<file path="src/verilog/nlox_cfg.svh">
/*
  constants for the negate / complement / inclusive-or execution block.
  assumes it is included by bare name from the design and the bench.
*/
`ifndef NLOX_CFG_SVH
`define NLOX_CFG_SVH
// ------------------------------------------------------------
// register byte offsets
// ------------------------------------------------------------
`define NLOX_A_INSTR   8'h00
`define NLOX_A_EXT     8'h04
`define NLOX_A_EAOP    8'h08
`define NLOX_A_DREG    8'h0C
`define NLOX_A_STATE   8'h10
`define NLOX_A_RESULT  8'h14
`define NLOX_A_STATUS  8'h18
// ------------------------------------------------------------
// opcodes and fields
// ------------------------------------------------------------
`define NLOX_OP_IDLE   16'h4E71
`define NLOX_OP_CCR    16'h003C
`define NLOX_OP_SR     16'h007C
`define NLOX_HI_NEGATE_WITH_BORROW_IN   8'h40
`define NLOX_HI_NOT    8'h46
`define NLOX_HI_ORI    8'h00
`define NLOX_HI_OR     4'h8
`define NLOX_SZ_BAD    2'h3
// ------------------------------------------------------------
// state word layout and reset
// ------------------------------------------------------------
`define NLOX_F_C       0
`define NLOX_F_V       1
`define NLOX_F_Z       2
`define NLOX_F_N       3
`define NLOX_F_X       4
`define NLOX_F_SUPER   13
`define NLOX_SR_IMPL   16'hA71F
`define NLOX_SR_RST    16'h2700
// status register bits
`define NLOX_S_BUSY    0
`define NLOX_S_DONE    1
`define NLOX_S_ILL     2
`define NLOX_S_PRIV    3
`define NLOX_S_WDREG   4
`define NLOX_S_WMEM    5
`endif

</file>
<file path="src/verilog/nlox_pkg.sv">
/*
  types for the execution block.
  assumes nlox_cfg.svh is on the include path.
*/
package nlox_pkg;
  // gray along ready -> sync -> exec
  typedef enum logic [1:0] {
    ST_READY = 2'h0,
    ST_SYNC  = 2'h1,
    ST_EXEC  = 2'h3
  } nlox_state_t;

  typedef enum logic [2:0] {
    K_NONE  = 3'h0,
    K_NEGATE_WITH_BORROW_IN  = 3'h1,
    K_NOT   = 3'h2,
    K_ORI   = 3'h3,
    K_ORCCR = 3'h4,
    K_ORSR  = 3'h5,
    K_IDLE  = 3'h6,
    K_OR    = 3'h7
  } nlox_kind_t;
endpackage : nlox_pkg

</file>
<file path="src/verilog/nlox_exec.sv">
/*
  execution unit for negate-with-extend, idle, complement and the
  inclusive-or family, reached as an ahb-lite slave.
  assumes a single slave on the bus (hreadyout is the bus hready) and a
  pending-bus-cycle level from outside the clock domain.
*/
`timescale 1ns/1ps
`include "nlox_cfg.svh"
module nlox_exec (
  input  wire logic        hclk,
  input  wire logic        hresetn,
  input  wire logic        hsel,
  input  wire logic [31:0] haddr,
  input  wire logic [1:0]  htrans,
  input  wire logic        hwrite,
  input  wire logic [2:0]  hsize,
  input  wire logic [31:0] hwdata,
  input  wire logic        hready,
  output logic             hreadyout,
  output logic             hresp,
  output logic [31:0]      hrdata,
  input  wire logic        bus_pending,
  output logic             pc_advance,
  output logic             illegal_trap,
  output logic             privilege_trap
);
  import nlox_pkg::*;

  // ------------------------------------------------------------
  // bus slave
  // ------------------------------------------------------------
  logic        wr_pend;
  logic        rd_pend;
  logic [7:0]  a_q;
  logic        take;
  logic        wr_go;
  logic [31:0] rd_mux;

  assign take  = hsel && htrans[1] && hready && (hsize == 3'h2);
  assign wr_go = wr_pend;
  // reads take one wait state so hrdata comes from a flop
  assign hreadyout = !rd_pend;
  assign hresp     = 1'b0;

  // address phase capture
  always_ff @(posedge hclk or negedge hresetn) begin
    if (!hresetn) begin
      wr_pend <= 1'b0;
      rd_pend <= 1'b0;
      a_q     <= 8'h00;
    end else begin
      wr_pend <= take && hwrite;
      rd_pend <= take && !hwrite;
      if (take) begin
        a_q <= haddr[7:0];
      end
    end
  end

  // ------------------------------------------------------------
  // operand and state registers
  // ------------------------------------------------------------
  logic [15:0] opcode;
  logic [31:0] ext;
  logic [31:0] ea_opnd;
  logic [31:0] dreg;
  logic [15:0] sr;
  logic [31:0] result;
  logic [5:0]  status;
  nlox_state_t state;
  nlox_state_t next_state;
  logic        pend_m;
  logic        pend_s;

  // two-flop sync on the pending-bus level
  always_ff @(posedge hclk or negedge hresetn) begin
    if (!hresetn) begin
      pend_m <= 1'b0;
      pend_s <= 1'b0;
    end else begin
      pend_m <= bus_pending;
      pend_s <= pend_m;
    end
  end

  // ------------------------------------------------------------
  // decode
  // ------------------------------------------------------------
  nlox_kind_t  kind;
  logic        legal;
  logic [1:0]  size;
  logic [2:0]  mode;
  logic [2:0]  eareg;
  logic        data_alt;
  logic        data_src;
  logic        mem_alt;
  logic        to_mem;

  assign mode  = opcode[5:3];
  assign eareg = opcode[2:0];
  // an is mode 001; pc-relative and immediate live under 111
  assign data_alt = (mode != 3'h1) &&
                    ((mode != 3'h7) || (eareg <= 3'h1));
  assign data_src = (mode != 3'h1) &&
                    ((mode != 3'h7) || (eareg <= 3'h4));
  assign mem_alt  = (mode >= 3'h2) &&
                    ((mode != 3'h7) || (eareg <= 3'h1));
  assign to_mem   = opcode[8];

  // full-word opcodes first, then the fixed high bits
  always_comb begin
    kind  = K_NONE;
    legal = 1'b0;
    size  = opcode[7:6];
    if (opcode == `NLOX_OP_IDLE) begin
      kind  = K_IDLE;
      legal = 1'b1;
    end else if (opcode == `NLOX_OP_CCR) begin
      kind  = K_ORCCR;
      legal = 1'b1;
    end else if (opcode == `NLOX_OP_SR) begin
      kind  = K_ORSR;
      legal = 1'b1;
    end else if (opcode[15:8] == `NLOX_HI_NEGATE_WITH_BORROW_IN) begin
      kind  = K_NEGATE_WITH_BORROW_IN;
      legal = data_alt && (size != `NLOX_SZ_BAD);
    end else if (opcode[15:8] == `NLOX_HI_NOT) begin
      kind  = K_NOT;
      legal = data_alt && (size != `NLOX_SZ_BAD);
    end else if (opcode[15:8] == `NLOX_HI_ORI) begin
      kind  = K_ORI;
      legal = data_alt && (size != `NLOX_SZ_BAD);
    end else if (opcode[15:12] == `NLOX_HI_OR) begin
      kind  = K_OR;
      size  = opcode[7:6] == `NLOX_SZ_BAD ? `NLOX_SZ_BAD : opcode[7:6];
      // opmode x11 belongs to other opcodes
      legal = (size != `NLOX_SZ_BAD) &&
              (to_mem ? mem_alt : data_src);
    end
  end

  // ------------------------------------------------------------
  // datapath: operands left-aligned so one adder serves all widths
  // ------------------------------------------------------------
  logic [4:0]  sh;
  logic [31:0] wmask;
  logic [31:0] amask;
  logic [31:0] d_al;
  logic [31:0] s_al;
  logic [31:0] x_al;
  logic [32:0] diff;
  logic [31:0] r_al;
  logic [31:0] r_out;

  always_comb begin
    case (size)
      2'h0:    sh = 5'd24;
      2'h1:    sh = 5'd16;
      default: sh = 5'd0;
    endcase
  end

  assign amask = 32'hFFFFFFFF << sh;
  assign wmask = 32'hFFFFFFFF >> sh;
  assign d_al  = ea_opnd << sh;
  // immediate low byte / word / long falls out of the shift
  assign s_al  = (kind == K_ORI ? ext : dreg) << sh;
  assign x_al  = {31'h0, sr[`NLOX_F_X]} << sh;
  assign diff  = {1'b0, 32'h0} - {1'b0, d_al} - {1'b0, x_al};

  always_comb begin
    case (kind)
      K_NEGATE_WITH_BORROW_IN:  r_al = diff[31:0];
      K_NOT:   r_al = ~d_al & amask;
      default: r_al = (d_al | s_al) & amask;
    endcase
  end
  assign r_out = r_al >> sh;

  // ------------------------------------------------------------
  // sequencing
  // ------------------------------------------------------------
  logic start;
  assign start = wr_go && (a_q == `NLOX_A_INSTR) && (state == ST_READY);

  always_comb begin
    next_state = state;
    case (state)
      ST_READY: begin
        if (start) begin
          next_state = (hwdata[15:0] == `NLOX_OP_IDLE) ? ST_SYNC : ST_EXEC;
        end
      end
      // hold until the outside bus has drained
      ST_SYNC: begin
        if (!pend_s) begin
          next_state = ST_EXEC;
        end
      end
      ST_EXEC:  next_state = ST_READY;
      default:  next_state = ST_READY;
    endcase
  end

  always_ff @(posedge hclk or negedge hresetn) begin
    if (!hresetn) begin
      state <= ST_READY;
    end else begin
      state <= next_state;
    end
  end

  logic exec;
  logic trap_priv;
  logic dst_dreg;
  assign exec      = (state == ST_EXEC);
  assign trap_priv = (kind == K_ORSR) && !sr[`NLOX_F_SUPER];
  // negate/complement/ori with mode 000, or or into dn, go to the register
  assign dst_dreg  = (kind == K_OR) ? !to_mem : (mode == 3'h0);

  // trap and completion pulses
  always_ff @(posedge hclk or negedge hresetn) begin
    if (!hresetn) begin
      pc_advance     <= 1'b0;
      illegal_trap   <= 1'b0;
      privilege_trap <= 1'b0;
    end else begin
      pc_advance     <= exec && legal && !trap_priv;
      illegal_trap   <= exec && !legal;
      privilege_trap <= exec && legal && trap_priv;
    end
  end

  // ------------------------------------------------------------
  // state word: execution beats a same-cycle software write
  // ------------------------------------------------------------
  always_ff @(posedge hclk or negedge hresetn) begin
    if (!hresetn) begin
      sr <= `NLOX_SR_RST;
    end else if (exec && legal) begin
      case (kind)
        K_NEGATE_WITH_BORROW_IN: begin
          sr[`NLOX_F_C] <= diff[32];
          sr[`NLOX_F_X] <= diff[32];
          sr[`NLOX_F_N] <= r_al[31];
          sr[`NLOX_F_V] <= d_al[31] & r_al[31];
          if (r_al != 32'h0) begin
            sr[`NLOX_F_Z] <= 1'b0;
          end
        end
        K_NOT, K_ORI, K_OR: begin
          sr[`NLOX_F_N] <= r_al[31];
          sr[`NLOX_F_Z] <= (r_al == 32'h0);
          sr[`NLOX_F_V] <= 1'b0;
          sr[`NLOX_F_C] <= 1'b0;
        end
        // low byte of the state word, bits above x unimplemented
        K_ORCCR: sr[4:0] <= sr[4:0] | ext[4:0];
        K_ORSR: begin
          if (!trap_priv) begin
            sr <= (sr | ext[15:0]) & `NLOX_SR_IMPL;
          end
        end
        default: sr <= sr;
      endcase
    end else if (wr_go && a_q == `NLOX_A_STATE) begin
      sr <= hwdata[15:0] & `NLOX_SR_IMPL;
    end
  end

  // ------------------------------------------------------------
  // operands and result; write-back merges only the sized slice
  // ------------------------------------------------------------
  logic wb;
  assign wb = exec && legal &&
              (kind == K_NEGATE_WITH_BORROW_IN || kind == K_NOT || kind == K_ORI ||
               kind == K_OR);

  always_ff @(posedge hclk or negedge hresetn) begin
    if (!hresetn) begin
      opcode <= 16'h0000;
      ext    <= 32'h00000000;
    end else if (wr_go) begin
      if (a_q == `NLOX_A_INSTR && state == ST_READY) begin
        opcode <= hwdata[15:0];
      end
      if (a_q == `NLOX_A_EXT) begin
        ext <= hwdata;
      end
    end
  end

  always_ff @(posedge hclk or negedge hresetn) begin
    if (!hresetn) begin
      ea_opnd <= 32'h00000000;
    end else if (wb && !(kind == K_OR && !to_mem)) begin
      ea_opnd <= (ea_opnd & ~wmask) | r_out;
    end else if (wr_go && a_q == `NLOX_A_EAOP) begin
      ea_opnd <= hwdata;
    end
  end

  always_ff @(posedge hclk or negedge hresetn) begin
    if (!hresetn) begin
      dreg <= 32'h00000000;
    end else if (wb && kind == K_OR && !to_mem) begin
      dreg <= (dreg & ~wmask) | r_out;
    end else if (wr_go && a_q == `NLOX_A_DREG) begin
      dreg <= hwdata;
    end
  end

  // clear mask of a status write, zero when no write lands this cycle
  logic [3:1] w1c;
  assign w1c = (wr_go && a_q == `NLOX_A_STATUS) ? hwdata[3:1] : 3'h0;

  // result and sticky status; a completing set beats a w1c clear
  always_ff @(posedge hclk or negedge hresetn) begin
    if (!hresetn) begin
      result <= 32'h00000000;
      status <= 6'h00;
    end else begin
      if (wb) begin
        result <= r_out;
      end
      status[3:1] <= status[3:1] & ~w1c;
      // a clear in the completing cycle still lands unless the set fires
      if (exec) begin
        status[`NLOX_S_DONE]  <= 1'b1;
        status[`NLOX_S_ILL]   <= !legal |
                                 (status[`NLOX_S_ILL] & !w1c[`NLOX_S_ILL]);
        status[`NLOX_S_PRIV]  <= (legal & trap_priv) |
                                 (status[`NLOX_S_PRIV] & !w1c[`NLOX_S_PRIV]);
        status[`NLOX_S_WDREG] <= wb && dst_dreg;
        status[`NLOX_S_WMEM]  <= wb && !dst_dreg;
      end
      status[`NLOX_S_BUSY] <= (next_state != ST_READY);
    end
  end

  // read data mux, loaded during the wait state
  always_comb begin
    case (a_q)
      `NLOX_A_INSTR:  rd_mux = {16'h0000, opcode};
      `NLOX_A_EXT:    rd_mux = ext;
      `NLOX_A_EAOP:   rd_mux = ea_opnd;
      `NLOX_A_DREG:   rd_mux = dreg;
      `NLOX_A_STATE:  rd_mux = {16'h0000, sr};
      `NLOX_A_RESULT: rd_mux = result;
      `NLOX_A_STATUS: rd_mux = {26'h0000000, status};
      default:        rd_mux = 32'h00000000;
    endcase
  end

  always_ff @(posedge hclk or negedge hresetn) begin
    if (!hresetn) begin
      hrdata <= 32'h00000000;
    end else if (rd_pend) begin
      hrdata <= rd_mux;
    end
  end
endmodule : nlox_exec

</file>
<file path="config.mk">
export PLATFORM = sky130hd
export DESIGN_NAME = nlox_exec
export DESIGN_NICKNAME = d
export VERILOG_FILES = /design/src/verilog/nlox_pkg.sv /design/src/verilog/nlox_exec.sv
export VERILOG_INCLUDE_DIRS = /design/src /design/src/verilog
export SDC_FILE = /design/constraint.sdc
export NUM_CORES = 1
export LEC_CHECK = 0
export BUFFER_PORTS_ARGS = -buffer_cell sky130_fd_sc_hd__buf_2
export CORE_ASPECT_RATIO = 1.25
export CORE_UTILIZATION = 53
export CTS_CLUSTER_DIAMETER = 60
export DETAILED_ROUTE_END_ITERATION = 16
export PLACE_DENSITY = 0.75
export SLEW_MARGIN = 20
export SYNTH_ARGS = -nofsm -noshare
export SYNTH_HDL_FRONTEND = slang
export SYNTH_SLANG_ARGS = --single-unit
</file>
<file path="constraint.sdc">
create_clock -name hclk -period 5.7 [get_ports hclk]
set_clock_uncertainty 0.2 [all_clocks]
set_input_delay 0.855 -clock hclk [delete_from_list [all_inputs] [get_ports hclk]]
set_output_delay 0.855 -clock hclk [all_outputs]
set_load 0.05 [all_outputs]
</file>
==> results_dict.tcl, run 1 <==
set metrics [dict create \
    grt_pass1_vias 13330 \
    dr_total_vias 14010 \
    reg2reg_to "sr[4]" \
    globalRouteTotalUtil 0.4036 \
    cts.sinks 209 \
    synth_simple_gate_area_frac 0.1488 \
    hold_buffers 0 \
    drc 0 \
    finalHoldViolCount 0 \
    setup_viol 0 \
    ctsRootBufferMaster "clkbuf_16" \
    hold_class "reg2reg" \
    slew_headroom 0.3084 \
    ctsHtreeMaxLevel 1 \
    ys_ff_latch 209 \
    ff2ff_path_depth 15 \
    timing.rr.start "opcode[7]" \
    cts_buffers 22 \
    rsz0062_at_grt "false" \
    nFillCells 2201 \
    min_from "pend_m" \
    worstMarginPinSlew_ns 1.031 \
    drt_iter0_drc 1890 \
    path_cells "buf_12 -> nand2_1 -> ha_1 -> ha_1 -> a211oi_1 -> o21bai_1 -> o31ai_1 -> o211ai_1 -> a21oi_1 -> o31ai_1 -> a221oi_1 -> xor2_1 -> nor2_1 -> o311ai_0 -> o21a_1" \
    required_ns 5.96 \
    synth_mux_area_frac 0.08746 \
    ctsResizeCount 0 \
    row_count 65 \
    cp-start-kind "register" \
    hpwl_um 39030 \
    synth.avg_cell_area_sq_um 8.980 \
    die_x_um 146.4 \
    ys_types 100 \
    portBuffers 85 \
    antenna_left 0 \
    avgRoutedWirePerCell_um 27.65 \
    max_freq_ghz 0.1935 \
    initial_core_util 0.5429 \
    grt_pass1_wl_um 81700 \
    area_growth_pct 12.19 \
    synth_compound_gate_area_share 0.2876 \
    fin_crit_ns 5.168 \
    mostFrequentLayoutCells "dfrtp_1 (204), nand2_1 (153), a21oi_1 (119)" \
    drv_cap 0 \
    dieHeight_um 182.5 \
    cts_tree "yes" \
    syn_area_sq_um 13820 \
    antenna_cells 0 \
    irDropWorstVdd_mv 0.2882 \
    wl_um 54130 \
    grt_max_degree 120 \
    synth_fa_ha_area_frac 0.02626 \
    synth_top_family_by_area "compound AO/OA/AOI/OAI gates" \
    ys_warn_count 0 \
    dpl.cell_count 1918 \
    status "completed" \
    gp_congestion 1.059 \
    slowest_delay_ns 0.62 \
    arrival_ns 5.43 \
    synth-xor-area-share 0.02155 \
    r2r_setup_slack_ns 0.53 \
    avgViaCountPerCell 7.155 \
    clkTransAtPathRegs_ns 0.07 \
    fin_tns_setup_ns 0 \
    crit_path_end_kind "register" \
    post_cts_buffers 0 \
    core-area_sq_um 25460 \
    ios 112 \
    hold-path-cell-count 0 \
    grt_overflow_total 0 \
    cp_max_fo 49 \
    synth.net_count 1643 \
    instances_no_fill 1958 \
    p_leak_nw 7.049 \
    worst-setup-path-type "reg2reg" \
    slowest_stage "a221oi_1" \
    drt_pre_antenna_iters 8 \
    die-area_sq_um 26730 \
    powerDensity_nw_per_um2 260.5 \
    clk_latency_ns 0.53 \
    yosysSeqAreaShare 0.3788 \
    synthCells 1539 \
    final_nets 1711 \
    layout_commonest_cell "dfrtp_1" \
    synth-edff-count 0 \
    holdPathEnd "pend_s" \
    async_flop_share 1.000 \
    antenna_found_initial 0 \
    synthFlopType "dfrtp_1" \
    clock_path_buffers 3 \
    layout-drive-gt1-share 0.1848 \
    finalMaxSlewViolations 0 \
    timing.final.crit_share 0.9067 \
]
cells by family (layout without fill, tap and decap cells):
| logic type | after synthesis | after routing |
|---|---|---|
| simple gates | 410 | 410 |
| compound gates | 582 | 582 |
| buf+inv | 164 | 248 |
| flops | 209 | 209 |
| fa+ha+maj | 29 | 29 |
| other cells | 2 | 2 |
| xor+xnor | 34 | 34 |
| mux | 109 | 109 |
cell type report:
class	instances	area, sq um	area share
Clock buffer	30	600.6	0.03874
Clock inverter	10	121.4	0.007828
Inverter	51	191.4	0.01235
Multi-Input combinational cell	1166	7946	0.5125
Sequential cell	209	5236	0.3377
Tap cell	335	419.2	0.02704
Timing Repair Buffer	157	988.4	0.06376
stage by stage:
step	instance area, sq um	hold slack [ns]	total power [W]	setup WS, ns	utilization
6_report	15500	0.1527	0.004039	0.5318	0.6090
5_1_grt	15500	0.1788	0.004166	0.4116	0.6090
4_1_cts	15500	0.1549	0.004008	0.7066	0.6090
3_5_place_dp	14780	0.1405	0.002575	0.7099	0.5807
3_3_place_gp	14780	0.1332	0.002560	0.7109	0.5807
2_1_floorplan	13830	0.1312	0.002217	0.06283	-
worst max path at each step:
| stage | from | depth (start not counted) | slack, ns | endpoint |
|---|---|---|---|---|
| floorplan | opcode[7] | 24 | 0.06 | sr[2] |
| global placement | opcode[7] | 14 | 0.71 | sr[2] |
| detailed placement | opcode[7] | 14 | 0.71 | sr[2] |
| CTS | opcode[7] | 14 | 0.71 | sr[2] |
| global route | opcode[7] | 15 | 0.41 | sr[4] |
| finish | opcode[7] | 15 | 0.53 | sr[4] |
layer usage:
layer	GRT usage	share of wire
met1	0.5113	0.37
met4	0.2767	0.079
met2	0.6406	0.46
met5	0	0
met3	0.05675	0.093
report_power, final:
group          leakage [nW]  internal [W]  switching (W)
Sequential             2.59       0.00155      0.0000901
Clock                 0.352      0.000836       0.000618
Combinational          4.11      0.000333       0.000615
cell usage after synthesis (all sizes together), types with 15 or more instances:
master | count | share of area
nor2 | 78 | 0.021
o22ai | 43 | 0.019
and3 | 26 | 0.012
mux2i | 37 | 0.028
ha | 29 | 0.026
dfrtp | 205 | 0.37
nand2 | 154 | 0.042
a211oi | 32 | 0.017
nand3 | 31 | 0.011
o2bb2ai | 22 | 0.014
a22o | 19 | 0.012
a22oi | 49 | 0.027
o211ai | 17 | 0.0096
inv | 50 | 0.014
nor4 | 15 | 0.0072
nand4 | 16 | 0.0077
buf | 35 | 0.014
a221oi | 33 | 0.021
a21o | 24 | 0.013
nor3 | 20 | 0.0084
xnor2 | 22 | 0.014
o21ai | 104 | 0.038
clkbuf | 78 | 0.021
a31oi | 22 | 0.010
a21oi | 120 | 0.044
mux2 | 71 | 0.058
registers in the layout, summed over array words and instances (netlist names), named ones only:
name,count
ext,32
hrdata,32
result,32
dreg,24
ea_opnd,24
opcode,16
sr,10
a_q,8
status,6
state,2
illegal_trap,1
pc_advance,1
pend_m,1
pend_s,1
privilege_trap,1
rd_pend,1
wr_go,1
worst max-delay path: cells and delay by family (launching register included):
| family | cells | cell delay [ns] |
|---|---|---|
| AOI/OAI and AO/OA | 9 | 2.97 |
| and+or+nand+nor | 2 | 0.17 |
| DFF | 1 | 0.47 |
| adders and majority gates | 2 | 0.60 |
| xor gates and xnor gates | 1 | 0.38 |
| buffers and inverters | 1 | 0.28 |
Power figures use the tool's default switching activity.
==> run 2, diff against run 1 <==
ABC_AREA = 1   (was default)
==> results_dict.tcl, run 2 <==
set metrics [dict create \
    status "completed" \
    dr_total_vias 15370 \
    clock_path_buffers 3 \
    layout-drive-gt1-share 0.1098 \
    setup_viol 0 \
    die_x_um 147.9 \
    layout_commonest_cell "nand2_1" \
    timing.rr.start "opcode[6]" \
    arrival_ns 5.30 \
    finalMaxSlewViolations 0 \
    worst-setup-path-type "reg2reg" \
    post-place-ws_ns 0.8181 \
    finalInstanceArea_sq_um 15740 \
    antenna_found_initial 1 \
    avgRoutedWirePerCell_um 23.59 \
    rsz0062_at_grt "false" \
    max_freq_ghz 0.1974 \
    ctsResizeCount 0 \
    cp-startpoint "opcode[6]" \
    row_count 66 \
    globalRouteTotalUtil 0.4377 \
    ff2ff_path_depth 24 \
    crit_path_end_kind "register" \
    cts.sinks 209 \
    gr-usage-met1 0.5807 \
    synthCells 2062 \
    multi_input_area_sq_um 7456 \
    grt_pass1_vias 14420 \
    layout_setup_ws_ns 0.6337 \
    dpl.cell_count 2438 \
    gp_congestion 1.051 \
    p_int_w 0.002775 \
    ys_warn_count 0 \
    finalHoldViolCount 0 \
    p_leak_nw 8.237 \
    dpl_cell_area_sq_um 14930 \
    cp-start-kind "register" \
    synthFlopType "dfrtp_1" \
    busiest_layer "met2" \
    dieHeight_um 184.4 \
    slew_headroom 0.3223 \
    synth_common_cells "nand2_1 (540), inv_1 (251), o21ai_0 (213)" \
    grt_use_met2 0.6738 \
    core-area_sq_um 26100 \
    synth.avg_cell_area_sq_um 6.839 \
    cp_max_fo 20 \
    clkTransAtPathRegs_ns 0.06 \
    hold_class "in2async" \
    post_cts_buffers 0 \
    fin_crit_ns 5.066 \
    portBuffers 85 \
    post-route-util 0.6030 \
    switching_share 0.3296 \
    worstMarginPinSlew_ns 1.006 \
    drt_iter0_drc 1809 \
    async_flop_share 1.000 \
    grt_pass1_wl_um 88020 \
    powerDensity_nw_per_um2 263.0 \
    ctsHtreeMaxLevel 1 \
    fin_tns_setup_ns 0 \
    wl_um 58520 \
    timing.final.crit_share 0.8888 \
    instances_no_fill 2481 \
    p_clk_frac 0.379 \
    regArea_sq_um 5236 \
    syn_area_sq_um 14100 \
    mostFrequentLayoutCells "nand2_1 (539), inv_1 (251), o21ai_0 (213)" \
    clk_latency_ns 0.53 \
    yosysSeqAreaShare 0.3713 \
    synth_top_area_frac 0.3638 \
    avgViaCountPerCell 6.193 \
    yosysMostFrequentCell "nand2_1" \
    ys_ff_latch 209 \
    grt_overflow_total 0 \
    cts_tree "yes" \
    drc 0 \
    synth.net_count 2166 \
    initial_core_util 0.5404 \
    area_growth_pct 11.60 \
    antenna_left 0 \
    hold_buffers 0 \
    ys_types 60 \
    ctsRootBufferMaster "clkbuf_16" \
    drt_pre_antenna_iters 6 \
    met3_usage 0.08861 \
    nFillCells 2507 \
    required_ns 5.93 \
    top_regs "ext (32), hrdata (32), result (32)" \
    yosys-top-cells-area "dfrtp_1 (36%), nand2_1 (14%), o21ai_0 (7.6%)" \
    final_nets 2228 \
    cts_buffers 24 \
    r2r_setup_slack_ns 0.63 \
    die-area_sq_um 27270 \
    synth-edff-count 0 \
    switchingPower_w 0.001364 \
    combPwrFrac 0.221 \
    synth_area_leader_cell "dfrtp_1" \
    irDropWorstVdd_mv 0.2646 \
    grt_max_degree 114 \
    ios 112 \
    antenna_cells 0 \
    drv_cap 0 \
    seqPwrFrac 0.399 \
    hpwl_um 42780 \
]
[run 2: power by group through the flow]
| stage | Clock, W | Sequential (W) | Combinational, W |
|---|---|---|---|
| 2_1_floorplan | 0 | 0.00178 | 0.000460 |
| 3_3_place_gp | 0 | 0.00167 | 0.000883 |
| 3_5_place_dp | 0 | 0.00168 | 0.000889 |
| 4_1_cts | 0.00157 | 0.00165 | 0.000894 |
| 5_1_grt | 0.00163 | 0.00166 | 0.000987 |
| 6_report | 0.00157 | 0.00165 | 0.000916 |
[run 2: critical path, stage by stage, from the launching register on]
cell     delay [ns]
dfrtp_1        0.63
nor2_4         0.56
nand2_1        0.11
o21ai_0        0.18
nand2_1        0.10
ha_1           0.19
ha_1           0.34
inv_1          0.09
o21ai_0        0.15
nand2_1        0.11
nand2_1        0.05
a21oi_1        0.13
nand2_1        0.12
nand3_1        0.09
nand2_1        0.08
nand2_1        0.08
nand2_1        0.07
a21oi_1        0.29
nand2_1        0.09
nand3_1        0.11
nand2_1        0.19
o21ai_1        0.50
and2_1         0.27
nand2_1        0.06
a22oi_1        0.15
[run 2: layout make-up]
type                       instances  share of cell area
multi-input combinational       1488              0.4738
timing repair buffer             127             0.05009
sequential                       209              0.3328
tap                              340             0.02703
clock buffer                      36             0.04620
inverter                         274             0.06536
clock inverter                     7            0.004771
[run 2: cells by family (layout without fill, tap and decap cells)]
group,count (synthesis),count (layout),share of synthesized area
adder cells (fa/ha/maj),29,29,0.02573
AO/OA/AOI/OAI,499,499,0.2056
other,2,2,0.0005326
AND/OR/NAND/NOR,932,932,0.2782
multiplexers,12,12,0.009317
XOR/XNOR,14,14,0.008696
flip-flops,209,209,0.3713
buffers and inverters,365,444,0.1007
[run 2: stage by stage]
step	total power (W)	hold WS, ns
6_report	0.004139	0.1051
5_1_grt	0.004281	0.1685
4_1_cts	0.004119	0.1651
3_5_place_dp	0.002564	0.1433
3_3_place_gp	0.002554	0.1493
2_1_floorplan	0.002238	0.1312
[run 2: per-layer routing]
metal	vias to the layer above	share of wire
met1	7246	0.39
met4	0	0.060
li1	6962	-
met2	963	0.44
met5	-	0
met3	195	0.12
[run 2: worst min path at each step]
| stage | startpoint | end | slack, ns | cells past startpoint |
|---|---|---|---|---|
| final | hresetn | hrdata[24] | 0.11 | 1 |
| after global routing | pend_m | pend_s | 0.17 | 0 |
| after CTS | pend_m | pend_s | 0.17 | 0 |
| after detailed placement | pend_m | pend_s | 0.14 | 0 |
| after global placement | pend_m | pend_s | 0.15 | 0 |
| after floorplan | pend_m | pend_s | 0.13 | 0 |
